--- config.mk ---
export PLATFORM = sky130hd
export DESIGN_NAME = mpd_drive_top
export DESIGN_NICKNAME = d
export VERILOG_FILES = /design/src/logic/mpd_pkg.sv /design/src/logic/mpd_delay_timer.sv /design/src/logic/mpd_drive_top.sv
export VERILOG_INCLUDE_DIRS = /design/src /design/src/logic
export SDC_FILE = /design/constraint.sdc
export NUM_CORES = 1
export LEC_CHECK = 0
export ABC_AREA = 0
export ABC_CLOCK_PERIOD_IN_PS = 4440
export BUFFER_PORTS_ARGS = -buffer_cell sky130_fd_sc_hd__buf_2
export CORE_ASPECT_RATIO = 1.25
export CORE_MARGIN = 5
export CORE_UTILIZATION = 53
export DETAILED_ROUTE_END_ITERATION = 10
export PLACE_DENSITY = 0.74
export SLEW_MARGIN = 0
export SYNTH_ARGS = -nofsm -noshare
export SYNTH_HDL_FRONTEND = slang
export SYNTH_SLANG_ARGS = --single-unit
--- constraint.sdc ---
create_clock -name I_CLK -period 4.44 [get_ports I_CLK]
set_input_delay 0 -clock I_CLK [delete_from_list [all_inputs] [get_ports I_CLK]]
set_output_delay 0 -clock I_CLK [all_outputs]
set_load 0.05 [all_outputs]
--- src/logic/mpd_defs.svh ---
// Register map, field positions, reset values and timing for the pulse drive block
`ifndef MPD_DEFS_SVH
`define MPD_DEFS_SVH

// Register byte offsets
`define MPD_ADDR_CMD 8'h00
`define MPD_ADDR_DATA 8'h04
`define MPD_ADDR_CONFIG 8'h08
`define MPD_ADDR_DELAY 8'h0c
`define MPD_ADDR_STATUS 8'h10
`define MPD_ADDR_POSITION 8'h14
`define MPD_ADDR_IRQ_STATUS 8'h18
`define MPD_ADDR_IRQ_CLEAR 8'h1c
`define MPD_ADDR_IRQ_ENABLE 8'h20
`define MPD_ADDR_RATE 8'h24

// Command fields
`define MPD_CMD_MOVE_MSB 2
`define MPD_CMD_DIR_BIT 3
`define MPD_MOVE_INC 3'h0
`define MPD_MOVE_ABS 3'h1
`define MPD_MOVE_SCAN 3'h2
`define MPD_MOVE_SPSCAN 3'h3
`define MPD_MOVE_ORG 3'h4
`define MPD_MOVE_STOP 3'h7

// Delay register fields
`define MPD_LIMIT_DLY_LSB 0
`define MPD_SCAN_DLY_LSB 8
`define MPD_JOG_DLY_LSB 16

// Interrupt bits
`define MPD_IRQ_DONE_BIT 0
`define MPD_IRQ_ERR_BIT 1

// Reset values and the largest accepted origin type
`define MPD_RATE_RESET 24'h0000c8
`define MPD_DELAY_RESET 24'h000000
`define MPD_ORG_TYPE_MAX 3'h5

// AXI responses
`define MPD_RESP_OKAY 2'h0
`define MPD_RESP_SLVERR 2'h2

// Timing: delay unit is one millisecond
`define MPD_CLK_PERIOD_NS 5
`define MPD_DELAY_UNIT_NS 1000000

`endif

--- src/logic/mpd_pkg.sv ---
// Types shared by the pulse drive block
package mpd_pkg;

  typedef enum logic [2:0] {
    ST_IDLE = 3'b000,
    ST_HOLD = 3'b001,
    ST_RUN = 3'b010,
    ST_DELAY = 3'b011,
    ST_SERVO = 3'b100
  } mpd_state_type;

  typedef enum logic [2:0] {
    PH_SEEK = 3'b000,
    PH_BACK = 3'b001,
    PH_LEAVE = 3'b010,
    PH_JOG = 3'b011,
    PH_EXTRA = 3'b100
  } mpd_phase_type;

  typedef struct packed {
    logic pos_done;
    logic second_stop_end_flag;
    logic limit_stop_end_flag;
    logic error;
    logic drive;
    logic busy;
  } mpd_status_type;

  typedef struct packed {
    logic [2:0] org_type;
    logic servo;
  } mpd_config_type;

endpackage

--- src/logic/mpd_delay_timer.sv ---
// Down-counting delay timer for origin seek pauses
`timescale 1ns/1ps
module mpd_delay_timer
  import mpd_pkg::*;
(
  // Clock and reset
  input wire logic i_clk,
  input wire logic i_rst_n,
  // Control
  input wire logic i_load,
  input wire logic [7:0] i_value,
  input wire logic i_tick,
  // Result
  output logic o_done
);
  logic active;
  logic [7:0] count;

  always_ff @(posedge i_clk or negedge i_rst_n) begin
    if (!i_rst_n) begin
      active <= 1'b0;
      count <= 8'h00;
    end else if (i_load) begin
      active <= 1'b1;
      count <= i_value;
    end else if (active && count == 8'h00) begin
      active <= 1'b0;
    end else if (active && i_tick) begin
      count <= count - 8'h01;
    end
  end

  // A zero load finishes one cycle after loading
  assign o_done = active && count == 8'h00;

endmodule // mpd_delay_timer

--- src/logic/mpd_drive_top.sv ---
// Per-axis pulse drive sequencer with busy/drive status and AXI4-Lite registers
//
// Our own choices: the address map and the AXI4-Lite interface to the registers.
`timescale 1ns/1ps
`include "mpd_defs.svh"
module mpd_drive_top
  import mpd_pkg::*;
#(
  parameter int DELAY_TICK_CYCLES = `MPD_DELAY_UNIT_NS / `MPD_CLK_PERIOD_NS
) (
  // Clock and reset
  input wire logic I_CLK,
  input wire logic I_RST_N,
  // AXI4-Lite slave
  input wire logic [7:0] I_AXI_AWADDR,
  input wire logic I_AXI_AWVALID,
  output logic O_AXI_AWREADY,
  input wire logic [31:0] I_AXI_WDATA,
  input wire logic [3:0] I_AXI_WSTRB,
  input wire logic I_AXI_WVALID,
  output logic O_AXI_WREADY,
  output logic [1:0] O_AXI_BRESP,
  output logic O_AXI_BVALID,
  input wire logic I_AXI_BREADY,
  input wire logic [7:0] I_AXI_ARADDR,
  input wire logic I_AXI_ARVALID,
  output logic O_AXI_ARREADY,
  output logic [31:0] O_AXI_RDATA,
  output logic [1:0] O_AXI_RRESP,
  output logic O_AXI_RVALID,
  input wire logic I_AXI_RREADY,
  // Motor side
  input wire logic I_SERVO_POSITIONING_DONE_INPUT,
  input wire logic I_CW_LIMIT_N,
  input wire logic I_CCW_LIMIT_INPUT_N,
  input wire logic I_ORG_SENSOR,
  input wire logic I_STOP_N,
  output logic O_PULSE,
  output logic O_DIR_CW,
  // Interrupt
  output logic O_IRQ
);
  mpd_state_type state;
  mpd_phase_type phase;
  mpd_config_type cfg;
  mpd_status_type status;
  logic [2:0] move;
  logic dir_cw, pend_run;
  logic [23:0] data_reg, position, remaining, rate, delays, rate_cnt;
  logic error, lim_end, stop_end, busy_q;
  logic [1:0] irq_status, irq_enable;
  logic [31:0] tick_cnt;
  logic tick, tmr_load, tmr_done;
  logic [7:0] tmr_value;
  logic aw_full, w_full;
  logic [7:0] aw_addr;
  logic [31:0] w_data;
  logic [3:0] w_strb;
  logic wr_fire;
  logic pos_done;

  // Limits are active-off inputs: low means the axis is at its end
  function automatic logic limit_on(input logic cw, input logic cwn, input logic ccwn);
    limit_on = cw ? !cwn : !ccwn;
  endfunction

  function automatic logic [31:0] strb_merge(input logic [31:0] old, input logic [31:0] nw,
                                             input logic [3:0] strb);
    for (int i = 0; i < 4; i++) begin
      strb_merge[i*8 +: 8] = strb[i] ? nw[i*8 +: 8] : old[i*8 +: 8];
    end
  endfunction

  assign pos_done = I_SERVO_POSITIONING_DONE_INPUT;

  // AXI write path: address and data are accepted in either order
  assign O_AXI_AWREADY = !aw_full && !O_AXI_BVALID;
  assign O_AXI_WREADY = !w_full && !O_AXI_BVALID;
  assign wr_fire = aw_full && w_full && !O_AXI_BVALID;

  always_ff @(posedge I_CLK or negedge I_RST_N) begin
    if (!I_RST_N) begin
      aw_full <= 1'b0;
      w_full <= 1'b0;
      aw_addr <= 8'h00;
      w_data <= 32'h0000_0000;
      w_strb <= 4'h0;
      O_AXI_BVALID <= 1'b0;
      O_AXI_BRESP <= `MPD_RESP_OKAY;
    end else begin
      if (I_AXI_AWVALID && O_AXI_AWREADY) begin
        aw_full <= 1'b1;
        aw_addr <= I_AXI_AWADDR;
      end
      if (I_AXI_WVALID && O_AXI_WREADY) begin
        w_full <= 1'b1;
        w_data <= I_AXI_WDATA;
        w_strb <= I_AXI_WSTRB;
      end
      if (wr_fire) begin
        aw_full <= 1'b0;
        w_full <= 1'b0;
        O_AXI_BVALID <= 1'b1;
        if (aw_addr == `MPD_ADDR_CMD || aw_addr == `MPD_ADDR_DATA ||
            aw_addr == `MPD_ADDR_CONFIG || aw_addr == `MPD_ADDR_DELAY ||
            aw_addr == `MPD_ADDR_IRQ_CLEAR || aw_addr == `MPD_ADDR_IRQ_ENABLE ||
            aw_addr == `MPD_ADDR_RATE) begin
          O_AXI_BRESP <= `MPD_RESP_OKAY;
        end else begin
          O_AXI_BRESP <= `MPD_RESP_SLVERR;
        end
      end else if (O_AXI_BVALID && I_AXI_BREADY) begin
        O_AXI_BVALID <= 1'b0;
      end
    end
  end

  // Command decode: moves taken only while idle, stop taken in any state
  logic cmd_write, cmd_ok, zero_move, refuse, start, stop_req;
  logic [2:0] wr_move;
  logic wr_dir, new_cw;
  logic [24:0] abs_diff;
  logic [23:0] new_dist;
  assign cmd_write = wr_fire && aw_addr == `MPD_ADDR_CMD && w_strb[0];
  assign wr_move = w_data[`MPD_CMD_MOVE_MSB:0];
  assign wr_dir = w_data[`MPD_CMD_DIR_BIT];
  assign abs_diff = {data_reg[23], data_reg} - {position[23], position};
  assign new_cw = (wr_move == `MPD_MOVE_ABS) ? !abs_diff[24] :
                  (wr_move == `MPD_MOVE_ORG) ? 1'b0 : wr_dir;
  assign new_dist = (wr_move != `MPD_MOVE_ABS) ? data_reg :
                    abs_diff[24] ? 24'(-abs_diff) : abs_diff[23:0];
  assign cmd_ok = cmd_write && state == ST_IDLE && wr_move != `MPD_MOVE_STOP;
  assign zero_move = cmd_ok && new_dist == 24'h000000 &&
                     (wr_move == `MPD_MOVE_INC || wr_move == `MPD_MOVE_ABS);
  assign refuse = cmd_ok && !zero_move &&
                  (limit_on(new_cw, I_CW_LIMIT_N, I_CCW_LIMIT_INPUT_N) ||
                   (wr_move == `MPD_MOVE_ORG && cfg.org_type > `MPD_ORG_TYPE_MAX));
  assign start = cmd_ok && !zero_move && !refuse;
  assign stop_req = (cmd_write && wr_move == `MPD_MOVE_STOP) || !I_STOP_N;

  // Running conditions
  logic drive, counted, lim_now, cond_met, step, count_end, ev_second, ev_limit, seek_lim;
  assign drive = state == ST_RUN || state == ST_HOLD;
  assign counted = move == `MPD_MOVE_INC || move == `MPD_MOVE_ABS ||
                   (move == `MPD_MOVE_ORG && phase == PH_EXTRA);
  assign lim_now = limit_on(dir_cw, I_CW_LIMIT_N, I_CCW_LIMIT_INPUT_N);
  assign seek_lim = move == `MPD_MOVE_ORG && phase == PH_SEEK && !dir_cw;
  always_comb begin
    cond_met = 1'b0;
    if (move == `MPD_MOVE_ORG) begin
      case (phase)
        PH_SEEK, PH_BACK, PH_JOG: cond_met = I_ORG_SENSOR;
        PH_LEAVE: cond_met = !I_ORG_SENSOR;
        default: cond_met = 1'b0;
      endcase
    end
  end
  assign ev_second = drive && stop_req;
  assign ev_limit = state == ST_RUN && !stop_req && lim_now && !seek_lim;
  assign step = state == ST_RUN && rate_cnt == 24'h000000 && !stop_req && !lim_now &&
                !cond_met;
  assign count_end = step && counted && remaining == 24'h000001;

  // Origin stage plan: next phase, final or not, and the pause before it
  mpd_phase_type org_next;
  logic org_final, org_cw;
  logic [7:0] org_delay;
  always_comb begin
    org_next = PH_LEAVE;
    org_final = 1'b0;
    org_cw = 1'b1;
    org_delay = delays[`MPD_SCAN_DLY_LSB +: 8];
    if (lim_now && seek_lim) begin
      org_next = PH_BACK;
      org_delay = delays[`MPD_LIMIT_DLY_LSB +: 8];
    end else begin
      case (phase)
        PH_SEEK, PH_BACK: org_final = cfg.org_type < 3'h2;
        PH_LEAVE: begin
          org_final = !(cfg.org_type == 3'h3 || cfg.org_type == 3'h5);
          org_next = PH_JOG;
          org_cw = 1'b0;
          org_delay = delays[`MPD_JOG_DLY_LSB +: 8];
        end
        PH_JOG: begin
          org_next = PH_EXTRA;
          org_cw = 1'b0;
          org_delay = 8'h00;
        end
        default: org_final = 1'b1;
      endcase
    end
  end

  logic org_stage;
  assign org_stage = state == ST_RUN && !stop_req && move == `MPD_MOVE_ORG &&
                     ((lim_now && seek_lim) || (!lim_now && cond_met)) && !org_final;
  assign tmr_load = org_stage;
  assign tmr_value = org_delay;

  // Sequencer
  always_ff @(posedge I_CLK or negedge I_RST_N) begin
    if (!I_RST_N) begin
      state <= ST_IDLE;
      phase <= PH_SEEK;
      move <= `MPD_MOVE_INC;
      dir_cw <= 1'b1;
      remaining <= 24'h000000;
      pend_run <= 1'b0;
    end else begin
      case (state)
        ST_IDLE: begin
          if (start) begin
            move <= wr_move;
            dir_cw <= new_cw;
            remaining <= new_dist;
            phase <= PH_SEEK;
            pend_run <= 1'b0;
            state <= (cfg.servo && pos_done) ? ST_HOLD : ST_RUN;
          end
        end
        ST_HOLD: begin
          if (stop_req) begin
            state <= ST_IDLE;
          end else if (!pos_done) begin
            state <= ST_RUN;
          end
        end
        ST_RUN: begin
          if (stop_req || ev_limit) begin
            state <= cfg.servo ? ST_SERVO : ST_IDLE;
          end else if (org_stage) begin
            phase <= org_next;
            dir_cw <= org_cw;
            remaining <= 24'h000001;
            pend_run <= 1'b1;
            state <= ST_DELAY;
          end else if ((cond_met && move == `MPD_MOVE_ORG) || count_end) begin
            state <= cfg.servo ? ST_SERVO : ST_IDLE;
          end else if (step && counted) begin
            remaining <= remaining - 24'h000001;
          end
        end
        ST_DELAY: begin
          if (stop_req) begin
            pend_run <= 1'b0;
            state <= ST_IDLE;
          end else if (tmr_done) begin
            state <= cfg.servo ? ST_SERVO : ST_RUN;
          end
        end
        default: begin
          if (stop_req && pend_run) begin
            pend_run <= 1'b0;
          end else if (!pos_done) begin
            state <= pend_run ? ST_RUN : ST_IDLE;
            pend_run <= 1'b0;
          end
        end
      endcase
    end
  end

  // Pulse timing and position
  always_ff @(posedge I_CLK or negedge I_RST_N) begin
    if (!I_RST_N) begin
      rate_cnt <= 24'h000000;
      position <= 24'h000000;
      O_PULSE <= 1'b0;
      O_DIR_CW <= 1'b1;
    end else begin
      O_PULSE <= step;
      O_DIR_CW <= dir_cw;
      if (state != ST_RUN || step) begin
        rate_cnt <= (rate == 24'h000000) ? 24'h000000 : rate - 24'h000001;
      end else if (rate_cnt != 24'h000000) begin
        rate_cnt <= rate_cnt - 24'h000001;
      end
      if (step) begin
        position <= dir_cw ? position + 24'h000001 : position - 24'h000001;
      end
    end
  end

  // Delay tick divider, then the pause timer
  always_ff @(posedge I_CLK or negedge I_RST_N) begin
    if (!I_RST_N) begin
      tick_cnt <= 32'h0000_0000;
    end else if (tick_cnt >= 32'(DELAY_TICK_CYCLES - 1)) begin
      tick_cnt <= 32'h0000_0000;
    end else begin
      tick_cnt <= tick_cnt + 32'h0000_0001;
    end
  end
  assign tick = tick_cnt == 32'h0000_0000;

  mpd_delay_timer u_timer (
    .i_clk(I_CLK),
    .i_rst_n(I_RST_N),
    .i_load(tmr_load),
    .i_value(tmr_value),
    .i_tick(tick),
    .o_done(tmr_done)
  );

  // Cause flags: cleared when the next move starts, the end flags also by a refusal; an event in that cycle wins
  always_ff @(posedge I_CLK or negedge I_RST_N) begin
    if (!I_RST_N) begin
      error <= 1'b0;
      lim_end <= 1'b0;
      stop_end <= 1'b0;
    end else begin
      error <= refuse || (error && !start);
      lim_end <= ev_limit || (lim_end && !start && !refuse);
      stop_end <= ev_second || (stop_end && !start && !refuse);
    end
  end

  // Software registers
  always_ff @(posedge I_CLK or negedge I_RST_N) begin
    if (!I_RST_N) begin
      data_reg <= 24'h000000;
      cfg <= '0;
      delays <= `MPD_DELAY_RESET;
      rate <= `MPD_RATE_RESET;
      irq_enable <= 2'h0;
    end else if (wr_fire) begin
      if (aw_addr == `MPD_ADDR_DATA && state == ST_IDLE) begin
        data_reg <= 24'(strb_merge({8'h00, data_reg}, w_data, w_strb));
      end else if (aw_addr == `MPD_ADDR_CONFIG && w_strb[0] && state == ST_IDLE) begin
        cfg <= w_data[3:0];
      end else if (aw_addr == `MPD_ADDR_DELAY) begin
        delays <= 24'(strb_merge({8'h00, delays}, w_data, w_strb));
      end else if (aw_addr == `MPD_ADDR_RATE) begin
        rate <= 24'(strb_merge({8'h00, rate}, w_data, w_strb));
      end else if (aw_addr == `MPD_ADDR_IRQ_ENABLE && w_strb[0]) begin
        irq_enable <= w_data[1:0];
      end
    end
  end

  // Interrupt status: set wins over a clear in the same cycle
  logic [1:0] irq_set, irq_clr;
  assign irq_set[`MPD_IRQ_DONE_BIT] = busy_q && state == ST_IDLE;
  assign irq_set[`MPD_IRQ_ERR_BIT] = refuse || ev_limit || ev_second;
  assign irq_clr = (wr_fire && aw_addr == `MPD_ADDR_IRQ_CLEAR && w_strb[0]) ? w_data[1:0] : 2'h0;
  always_ff @(posedge I_CLK or negedge I_RST_N) begin
    if (!I_RST_N) begin
      irq_status <= 2'h0;
      busy_q <= 1'b0;
    end else begin
      irq_status <= irq_set | (irq_status & ~irq_clr);
      busy_q <= state != ST_IDLE;
    end
  end
  assign O_IRQ = |(irq_status & irq_enable);

  // Status image
  always_comb begin
    status.busy = state != ST_IDLE;
    status.drive = drive;
    status.error = error;
    status.limit_stop_end_flag = lim_end;
    status.second_stop_end_flag = stop_end;
    status.pos_done = pos_done;
  end

  // AXI read path
  assign O_AXI_ARREADY = !O_AXI_RVALID;
  always_ff @(posedge I_CLK or negedge I_RST_N) begin
    if (!I_RST_N) begin
      O_AXI_RVALID <= 1'b0;
      O_AXI_RDATA <= 32'h0000_0000;
      O_AXI_RRESP <= `MPD_RESP_OKAY;
    end else if (I_AXI_ARVALID && O_AXI_ARREADY) begin
      O_AXI_RVALID <= 1'b1;
      O_AXI_RRESP <= `MPD_RESP_OKAY;
      if (I_AXI_ARADDR == `MPD_ADDR_DATA) begin
        O_AXI_RDATA <= {8'h00, data_reg};
      end else if (I_AXI_ARADDR == `MPD_ADDR_CONFIG) begin
        O_AXI_RDATA <= {28'h0000000, cfg};
      end else if (I_AXI_ARADDR == `MPD_ADDR_DELAY) begin
        O_AXI_RDATA <= {8'h00, delays};
      end else if (I_AXI_ARADDR == `MPD_ADDR_STATUS) begin
        O_AXI_RDATA <= {26'h0000000, status};
      end else if (I_AXI_ARADDR == `MPD_ADDR_POSITION) begin
        O_AXI_RDATA <= {{8{position[23]}}, position};
      end else if (I_AXI_ARADDR == `MPD_ADDR_IRQ_STATUS) begin
        O_AXI_RDATA <= {30'h00000000, irq_status};
      end else if (I_AXI_ARADDR == `MPD_ADDR_IRQ_ENABLE) begin
        O_AXI_RDATA <= {30'h00000000, irq_enable};
      end else if (I_AXI_ARADDR == `MPD_ADDR_RATE) begin
        O_AXI_RDATA <= {8'h00, rate};
      end else begin
        O_AXI_RDATA <= 32'h0000_0000;
        O_AXI_RRESP <= `MPD_RESP_SLVERR;
      end
    end else if (O_AXI_RVALID && I_AXI_RREADY) begin
      O_AXI_RVALID <= 1'b0;
    end
  end

  // Checks
  busy_set_a: assert property (@(posedge I_CLK) disable iff (!I_RST_N)
    start |=> status.busy ##0 status.drive) else $error("busy not set after start");
  zero_move_a: assert property (@(posedge I_CLK) disable iff (!I_RST_N)
    zero_move |=> !status.busy && !status.drive [*2]) else $error("zero move went busy");
  refuse_flag_a: assert property (@(posedge I_CLK) disable iff (!I_RST_N)
    refuse |=> error && !status.busy) else $error("refusal not flagged");
  limit_flag_a: assert property (@(posedge I_CLK) disable iff (!I_RST_N)
    ev_limit |=> lim_end && !status.drive) else $error("limit stop not flagged");
  done_hold_a: assert property (@(posedge I_CLK) disable iff (!I_RST_N)
    state == ST_HOLD && pos_done && !stop_req |=> status.drive && status.busy && !O_PULSE)
    else $error("pulse while done input high");
  servo_busy_a: assert property (@(posedge I_CLK) disable iff (!I_RST_N)
    state == ST_SERVO && pos_done |=> status.busy) else $error("busy dropped early");
  scan_run_a: assert property (@(posedge I_CLK) disable iff (!I_RST_N)
    state == ST_RUN && move == `MPD_MOVE_SCAN && !stop_req && !lim_now |=> status.drive)
    else $error("scan ended without stop");
  count_end_a: assert property (@(posedge I_CLK) disable iff (!I_RST_N)
    count_end && !cfg.servo |=> !status.busy ##1 !O_PULSE) else $error("index overran");
  org_wait_a: assert property (@(posedge I_CLK) disable iff (!I_RST_N)
    state == ST_SERVO && pend_run && pos_done && !stop_req |=> state == ST_SERVO)
    else $error("seek went on without done input");
  extra_one_a: assert property (@(posedge I_CLK) disable iff (!I_RST_N)
    state == ST_RUN && phase == PH_EXTRA && step |=> state != ST_RUN)
    else $error("more than one extra pulse");
  delay_apply_a: assert property (@(posedge I_CLK) disable iff (!I_RST_N)
    org_stage && org_delay != 8'h00 |=> state == ST_DELAY ##1
    (state == ST_DELAY || $past(stop_req)))
    else $error("origin delay skipped");
  cov_index_c: cover property (@(posedge I_CLK) disable iff (!I_RST_N) count_end);
  cov_servo_c: cover property (@(posedge I_CLK) disable iff (!I_RST_N)
    state == ST_HOLD ##[1:20] state == ST_RUN);
  cov_org_c: cover property (@(posedge I_CLK) disable iff (!I_RST_N)
    state == ST_RUN && phase == PH_EXTRA && step);

endmodule // mpd_drive_top

Word-level counts from Yosys, hierarchy flattened
Index checks and enable logic that the tools add are counted.

Output and inout bits: 44. Input port bits: 64. Bits in registers: 285.

Eq/ne operators: 45. $lt $le $gt $ge: 3. $add $sub $neg: 9. Mux-type cells: 88. Reduce and logical (&&, ||, !) cells: 137. Bitwise logic cells: 9.

Operators by type and width (number): $mux 24 (14); $mux 32 (6); $sub 24x1->24 const B (4); $logic_not 24->1 (3); $logic_and 1x1->1 (55); $mux 3 (16); $pmux 24 s2 (1); $reduce_and 6->1 (6); $add 32x1->32 const B (1); $eq 8x4->1 const B (4); $eq 8x5->1 const B (4); $eq 8x6->1 const B (4); $ge 32x18->1 const B (1); $logic_not 32->1 (1); $mux 8 (4); $mux 1 (27); $sub 24x24->25 (1); $add 24x1->24 const B (1); $eq 24x1->1 const B (1); $mux 2 (12); $neg 24->24 (1); $reduce_bool 24->1 (1); $logic_or 1x1->1 (22); $reduce_and 5->1 (4); 35 further kinds (97).

Depth between registers and ports, before layout
Word-level depth: 17. Mapped depth: 20. Depth with buffers taken out: 17.

By module
From an unflattened synthesis, not the netlist that was laid out.

Cells, all modules: 1852. Area total of the unflattened synthesis: 17266.6 um^2.

By module, submodules not included: mpd_drive_top (cells each 1793, instances 1, area each 16688.5 um^2); mpd_delay_timer (cells each 59, instances 1, area each 578.1 um^2).

Worst setup path after synthesis
No wires, ideal clock.

Path kind: register -> register. From: register data_reg[0]. To: register remaining[16]. Stages on the path, launching flop included: 20. Library setup time: 0.142 ns. Data arrival time: 4.468 ns. Path slack: -0.170 ns. Required time: 4.298 ns. Path through: dfrtp_1 > inv_1 > ha_1 > inv_1 > fa_1 > a211oi_2 > o21ai_1 > a31o_4 > a2111oi_4 > o22ai_1 > nor4_4 > a311o_1 > and3_1 > o2111ai_1 > or4_4 > o31ai_4 > and2_1 > buf_4 > buf_6 > o221ai_1.

Word-level cells in the longest chain between the ends: 14. Elaborated cells between the ends (all ways): 20. Classes of those cells: add/sub: 2; eq/ne: 1; mux: 6; reduce/logical: 11.

RTL lines: start, declared (RTL line mpd_drive_top.sv:49) `logic [23:0] data_reg, position, remaining, rate, delays, rate_cnt;`; start signal, assigned (RTL line mpd_drive_top.sv:329) `data_reg <= 24'(strb_merge({8'h00, data_reg}, w_data, w_strb));`; $sub 24x24->25 (RTL line mpd_drive_top.sv:127) `assign abs_diff = {data_reg[23], data_reg} - {position[23], position};`; $neg 24->24 (RTL line mpd_drive_top.sv:131) `abs_diff[24] ? 24'(-abs_diff) : abs_diff[23:0];`; $mux 24 (RTL line mpd_drive_top.sv:131); $mux 24 (RTL line mpd_drive_top.sv:130) `` assign new_dist = (wr_move != `MPD_MOVE_ABS) ? data_reg : ``; $logic_not 24->1 (RTL line mpd_drive_top.sv:133) `assign zero_move = cmd_ok && new_dist == 24'h000000 &&`; $logic_and 1x1->1 (2 in a row) (RTL line mpd_drive_top.sv:133); $logic_not 1->1 (RTL line mpd_drive_top.sv:135, mpd_drive_top.sv:138); $logic_and 1x1->1 (RTL line mpd_drive_top.sv:135, mpd_drive_top.sv:138); $logic_and 1x1->1 (RTL line mpd_drive_top.sv:135) `assign refuse = cmd_ok && !zero_move &&`; $logic_not 1->1 (RTL line mpd_drive_top.sv:138) `assign start = cmd_ok && !zero_move && !refuse;`; $logic_and 1x1->1 (RTL line mpd_drive_top.sv:138); $ne 2x2->1 (no line); $reduce_and 5->1 (no line); end signal, assigned (RTL line mpd_drive_top.sv:216) `remaining <= new_dist;`; end signal, assigned (RTL line mpd_drive_top.sv:241) `remaining <= remaining - 24'h000001;`; end, declared (RTL line mpd_drive_top.sv:49).

Several ways; a longest one is shown, not always the timed one. The select of a mux whose other input is x is not followed. A chain may end at the register's enable or synchronous reset.

Worst setup path after layout
From: register data_reg[0]. To: register move[0].

Word-level cells in the longest chain between the ends: 13. Elaborated cells between the ends (all ways): 17. Classes of those cells: add/sub: 2; mux: 4; reduce/logical: 11.

RTL lines: $sub 24x24->25 (RTL line mpd_drive_top.sv:127); $neg 24->24 (RTL line mpd_drive_top.sv:131); $mux 24 (RTL line mpd_drive_top.sv:131); $mux 24 (RTL line mpd_drive_top.sv:130); $logic_not 24->1 (RTL line mpd_drive_top.sv:133); $logic_and 1x1->1 (2 in a row) (RTL line mpd_drive_top.sv:133); $logic_not 1->1 (RTL line mpd_drive_top.sv:135, mpd_drive_top.sv:138); $logic_and 1x1->1 (RTL line mpd_drive_top.sv:135, mpd_drive_top.sv:138); $logic_and 1x1->1 (RTL line mpd_drive_top.sv:135); $logic_not 1->1 (RTL line mpd_drive_top.sv:138); $logic_and 1x1->1 (*) (RTL line mpd_drive_top.sv:138); $reduce_and 2->1 (no line) (*); end signal, assigned (RTL line mpd_drive_top.sv:206) `` move <= `MPD_MOVE_INC; ``; end signal, assigned (RTL line mpd_drive_top.sv:214) `move <= wr_move;`; end, declared (RTL line mpd_drive_top.sv:47) `logic [2:0] move;`.

Mark *: on every way between the ends. The rest lies on a longest branch, timed or not.

==> impl_metrics.xml <==
<?xml version="1.0" encoding="UTF-8"?>
<metrics>
  <group name="synthesis">
    <metric name="distinct_cell_type_count_after_synthesis" unit="">88</metric>
    <metric name="ys_seq_area_frac" unit="">0.402</metric>
    <metric name="syn-mean-instance-area" unit="sq um">9.28</metric>
    <metric name="yosys_warnings" unit="">0</metric>
    <metric name="postSynth.asyncResetShare" unit="">1.00</metric>
    <metric name="main_flop_type_after_synthesis" unit="">sky130_fd_sc_hd__dfrtp_1</metric>
    <metric name="synth_enable_flop_cells" unit="">0</metric>
    <metric name="total_of_flip_flops_plus_latches_after_synthesis" unit="">276</metric>
    <metric name="syn_inst" unit="">1853</metric>
    <metric name="syn-cell-area" unit="sq mm">0.0172</metric>
  </group>
  <group name="clock_network">
    <metric name="cts.sink_count" unit="">276</metric>
    <metric name="cts.clk_slew.worst_paths" unit="ps">60</metric>
    <metric name="cts_buffers" unit="">30</metric>
    <metric name="tritoncts" unit="">built</metric>
    <metric name="clk_root_buffer_cell" unit="">sky130_fd_sc_hd__clkbuf_16</metric>
    <metric name="max-clock-path-buffers" unit="">3</metric>
    <metric name="htree_num_levels" unit="">1</metric>
    <metric name="insertion_delay_to_the_later_sink_of_the_worst_skew_pair" unit="ps">590</metric>
  </group>
  <group name="route">
    <metric name="wire_per_inst" unit="microns">21.1</metric>
    <metric name="post_drt_via_cell_ratio" unit="">6.20</metric>
    <metric name="wirelength" unit="mm">54.5</metric>
    <metric name="num_vias" unit="">16049</metric>
    <metric name="drt.antenna.violating_nets" unit="">0</metric>
    <metric name="drc_errors" unit="">0</metric>
    <metric name="drt_pre_antenna_iters" unit="">8</metric>
    <metric name="drt_iter0_drc" unit="">1667</metric>
  </group>
  <group name="power_and_ir_drop">
    <metric name="power_frac_comb" unit="">0.467</metric>
    <metric name="cellInternalPower" unit="W">0.00683</metric>
    <metric name="power.static_leakage" unit="nW">9.50</metric>
    <metric name="vdd_drop_max" unit="V">0.000941</metric>
    <metric name="seqPwrFrac" unit="">0.322</metric>
    <metric name="pwr-share-clk" unit="">0.211</metric>
    <metric name="p_per_area" unit="mW/mm^2">553</metric>
    <metric name="power.share.switching" unit="">0.416</metric>
    <metric name="sw_power" unit="W">0.00486</metric>
  </group>
  <group name="layout">
    <metric name="largest-register" unit="">tick_cnt</metric>
    <metric name="fillers" unit="">2568</metric>
    <metric name="largest_reg_flops" unit="">32</metric>
    <metric name="num_antenna_cells" unit="">0</metric>
    <metric name="finalNetCount" unit="">2272</metric>
    <metric name="finalNonFillerCells" unit="">2587</metric>
    <metric name="area_delta_synth_final" unit="%">22.8</metric>
    <metric name="reg_top3" unit="">tick_cnt x32, O_AXI_RDATA x25</metric>
    <metric name="final_layout_size_suffix_gt1_frac" unit="">0.250</metric>
  </group>
  <group name="worst_setup_path">
    <metric name="reg_to_reg_start" unit="">data_reg[0]$_DFFE_PN0P_</metric>
    <metric name="timing.critical_path.required" unit="ps">4910</metric>
    <metric name="timing_worst_setup_path_type" unit="">flop to flop</metric>
    <metric name="worstSetupEndpointType" unit="">flop</metric>
    <metric name="element_type_at_the_critical_path_start" unit="">flop</metric>
    <metric name="regToRegSetupSlack" unit="ps">-320</metric>
    <metric name="r2r_cells" unit="">22</metric>
    <metric name="worstPathArrival" unit="ps">5230</metric>
    <metric name="crit_fanout" unit="">6</metric>
    <metric name="reg2reg_to" unit="">move[0]$_DFFE_PN0P_</metric>
  </group>
  <group name="run">
    <metric name="max_cap_viols" unit="">0</metric>
  </group>
  <group name="die">
    <metric name="design.core.area" unit="sq mm">0.0320</metric>
    <metric name="floorplan.rows" unit="">73</metric>
    <metric name="initial_utilization" unit="">0.538</metric>
    <metric name="fp.dieArea" unit="sq mm">0.0362</metric>
    <metric name="floorplan.io_pins" unit="">108</metric>
    <metric name="die_height" unit="microns">211</metric>
    <metric name="floorplan.die.width" unit="microns">171</metric>
  </group>
  <group name="timing">
    <metric name="grt_setup_unrepaired" unit="">yes</metric>
    <metric name="max_slew_violation_total_from_the_final_report" unit="">0</metric>
    <metric name="layout_worst_path_cycle_share" unit="">1.07</metric>
    <metric name="slew_headroom" unit="">0.306</metric>
    <metric name="clock-skew-final" unit="ps">16.7</metric>
    <metric name="top_achievable_clock_speed" unit="GHz">0.210</metric>
    <metric name="count_of_endpoints_failing_setup_in_the_final_report" unit="">39</metric>
    <metric name="final_worst_hold_slack" unit="ps">12.8</metric>
    <metric name="final_period_demand_of_the_worst_path" unit="ps">4760</metric>
    <metric name="timing_hold_violations_final" unit="">0</metric>
    <metric name="finalWorstSetupSlack" unit="ps">-315</metric>
    <metric name="tightest_slew" unit="ps">1040</metric>
  </group>
  <group name="outcome">
    <metric name="violations" unit="">negative setup slack</metric>
    <metric name="status" unit="">complete, but fails checks</metric>
  </group>
  <group name="placed_design">
    <metric name="dpl_worst_slack" unit="ps">-434</metric>
    <metric name="io_port_bufs" unit="">96</metric>
    <metric name="gp_congestion" unit="">0.946</metric>
    <metric name="dp_hpwl" unit="mm">40.3</metric>
    <metric name="dp_cells" unit="">2473</metric>
  </group>
  <group name="grt">
    <metric name="via_count_of_the_first_global_routing_pass" unit="">15958</metric>
    <metric name="antenna_found_initial" unit="">0</metric>
    <metric name="overflow" unit="">0</metric>
    <metric name="grt_start_max_net_pins" unit="">137</metric>
    <metric name="wire_length_of_the_first_global_routing_pass" unit="mm">85.5</metric>
    <metric name="grt_use_total" unit="">0.295</metric>
  </group>
  <group name="worst_hold_path">
    <metric name="hold_path_class" unit="">primary input to async pin</metric>
  </group>
</metrics>
## metal layers
metal,global-route usage,up-vias,part of all wire
met5,0,-,0
met4,0.143,0,0.056
met3,0.0411,156,0.061
met2,0.503,653,0.49
met1,0.368,7825,0.39
li1,-,7415,-
## cell usage after synthesis (12+ instances only)
cell type	instances	share of area
sky130_fd_sc_hd__nand2_1	162	0.035
sky130_fd_sc_hd__a31oi_1	44	0.016
sky130_fd_sc_hd__o31ai_1	23	0.010
sky130_fd_sc_hd__o21ai_0	96	0.028
sky130_fd_sc_hd__and2_1	12	0.0044
sky130_fd_sc_hd__mux2_2	122	0.080
sky130_fd_sc_hd__ha_1	54	0.039
sky130_fd_sc_hd__nand4_1	19	0.0069
sky130_fd_sc_hd__nor4_1	26	0.0095
sky130_fd_sc_hd__o21a_1	12	0.0052
sky130_fd_sc_hd__mux2i_1	13	0.0076
sky130_fd_sc_hd__nor2_1	165	0.036
sky130_fd_sc_hd__and3_1	22	0.0080
sky130_fd_sc_hd__nand2b_1	15	0.0055
sky130_fd_sc_hd__inv_1	64	0.014
sky130_fd_sc_hd__a222oi_1	20	0.012
sky130_fd_sc_hd__xnor2_1	61	0.031
sky130_fd_sc_hd__a21o_1	21	0.0092
sky130_fd_sc_hd__clkbuf_1	65	0.014
sky130_fd_sc_hd__a21oi_1	101	0.029
sky130_fd_sc_hd__o211ai_1	20	0.0087
sky130_fd_sc_hd__or3_1	19	0.0069
sky130_fd_sc_hd__a211oi_1	16	0.0070
sky130_fd_sc_hd__nand3_1	66	0.019
sky130_fd_sc_hd__a211o_1	18	0.0092
sky130_fd_sc_hd__dfrtp_1	271	0.39
sky130_fd_sc_hd__xor2_1	53	0.027
sky130_fd_sc_hd__nor2b_1	12	0.0044
sky130_fd_sc_hd__nor3_1	73	0.021
## what timing repair did
item,4_1_cts,5_1_grt
setup buffers,10,3
endpoints found under the hold margin,167,0
gates cloned,1,0
pin swaps,14,13
gates resized for setup,34,28
setup endpoints to repair,40,41
hold buffers,46,0
## how the worst max path moves through the flow
stage                       startpoint                   endpoint  slack (ps)  cells past startpoint
2_1_floorplan  data_reg[0]$_DFFE_PN0P_  remaining[16]$_DFFE_PN0P_        -130                     19
3_3_place_gp   data_reg[0]$_DFFE_PN0P_         dir_cw$_DFFE_PN1P_        -280                     19
3_5_place_dp   data_reg[0]$_DFFE_PN0P_       phase[0]$_DFFE_PN0P_        -430                     19
4_1_cts        data_reg[0]$_DFFE_PN0P_        move[0]$_DFFE_PN0P_        -320                     18
5_1_grt        data_reg[0]$_DFFE_PN0P_        move[0]$_DFFE_PN0P_        -470                     22
6_report       data_reg[0]$_DFFE_PN0P_        move[0]$_DFFE_PN0P_        -320                     22
## cells by family after synthesis
kind of cell    Yosys count  share of synthesized area
xor+xnor                116                     0.0606
simple gates            643                      0.182
compound gates          472                      0.189
buf+inv                 154                     0.0369
fa+ha+maj                56                     0.0416
flops                   276                      0.402
mux                     135                     0.0875
other cells               1                   0.000218
## critical path, stage by stage (launching register included)
cell and delay [ps]:
sky130_fd_sc_hd__dfrtp_1 390, sky130_fd_sc_hd__inv_2 90, sky130_fd_sc_hd__ha_4 140, sky130_fd_sc_hd__inv_2 30, sky130_fd_sc_hd__fa_2 370, sky130_fd_sc_hd__a211oi_4 250
sky130_fd_sc_hd__o21ai_2 100, sky130_fd_sc_hd__a31o_4 250, sky130_fd_sc_hd__buf_6 120, sky130_fd_sc_hd__xnor2_4 200, sky130_fd_sc_hd__o221ai_4 140, sky130_fd_sc_hd__nor4_4 450
sky130_fd_sc_hd__buf_4 200, sky130_fd_sc_hd__buf_6 90, sky130_fd_sc_hd__a41oi_2 100, sky130_fd_sc_hd__xor2_1 180, sky130_fd_sc_hd__mux2i_1 240, sky130_fd_sc_hd__nand3_1 160
sky130_fd_sc_hd__buf_6 150, sky130_fd_sc_hd__nor4_4 410, sky130_fd_sc_hd__buf_12 180, sky130_fd_sc_hd__nor2_4 60, sky130_fd_sc_hd__mux2_4 310
## final cells by class
class                      count  area (sq um)  area share
timing repair buffer         342          2540       0.120
sequential                   276          6910       0.327
tap                          412           515      0.0244
multi-input combinational   1438          9940       0.471
inverter                      64           240      0.0114
clock buffer                  45           857      0.0406
clock inverter                10           113     0.00533
## power by group through the flow
| stage | sequential, W | clock (W) | combinational, W |
|---|---|---|---|
| finish | 0.00376 | 0.00247 | 0.00545 |
| detailed placement | 0.00376 | 0 | 0.00515 |
| global route | 0.00381 | 0.00260 | 0.00592 |
| global placement | 0.00374 | 0 | 0.00503 |
| floorplan | 0.00370 | 0 | 0.00349 |
| CTS | 0.00373 | 0.00251 | 0.00532 |
## cells in the final DEF (no fill, tap or decap), types with 9 or more instances in the layout
cell type,n
sky130_fd_sc_hd__dfrtp_1,271
sky130_fd_sc_hd__buf_4,185
sky130_fd_sc_hd__nor2_1,163
sky130_fd_sc_hd__nand2_1,162
sky130_fd_sc_hd__mux2_2,121
sky130_fd_sc_hd__a21oi_1,98
sky130_fd_sc_hd__buf_2,95
sky130_fd_sc_hd__o21ai_0,85
sky130_fd_sc_hd__nor3_1,69
sky130_fd_sc_hd__nand3_1,66
sky130_fd_sc_hd__inv_1,62
sky130_fd_sc_hd__xnor2_1,60
sky130_fd_sc_hd__xor2_1,53
sky130_fd_sc_hd__ha_1,53
sky130_fd_sc_hd__dlygate4sd3_1,46
sky130_fd_sc_hd__a31oi_1,41
sky130_fd_sc_hd__clkbuf_16,30
sky130_fd_sc_hd__nor4_1,26
sky130_fd_sc_hd__o31ai_1,23
sky130_fd_sc_hd__and3_1,21
sky130_fd_sc_hd__a21o_1,21
sky130_fd_sc_hd__o211ai_1,20
sky130_fd_sc_hd__a222oi_1,20
sky130_fd_sc_hd__or3_1,19
sky130_fd_sc_hd__nand4_1,19
sky130_fd_sc_hd__a211o_1,18
sky130_fd_sc_hd__a211oi_1,16
sky130_fd_sc_hd__conb_1,16
sky130_fd_sc_hd__nand2b_1,14
sky130_fd_sc_hd__mux2i_1,13
sky130_fd_sc_hd__nor2b_1,11
sky130_fd_sc_hd__o21a_1,11
sky130_fd_sc_hd__and2_1,11
sky130_fd_sc_hd__buf_6,11
sky130_fd_sc_hd__or2_2,10
sky130_fd_sc_hd__clkbuf_1,10
sky130_fd_sc_hd__o21ai_2,9
sky130_fd_sc_hd__a22oi_1,9
## through the flow
| stage | util | instance area [sq um] | TNS (ps) | total power [W] |
|---|---|---|---|---|
| 2_1_floorplan | - | 17300 | -1160 | 0.00719 |
| 3_3_place_gp | 0.606 | 19400 | -7520 | 0.00877 |
| 3_5_place_dp | 0.606 | 19400 | -11790 | 0.00891 |
| 4_1_cts | 0.657 | 21000 | -9030 | 0.0116 |
| 5_1_grt | 0.661 | 21100 | -14920 | 0.0123 |
| 6_report | 0.661 | 21100 | -8370 | 0.0117 |
No activity file was read; power rests on OpenSTA's default activity.
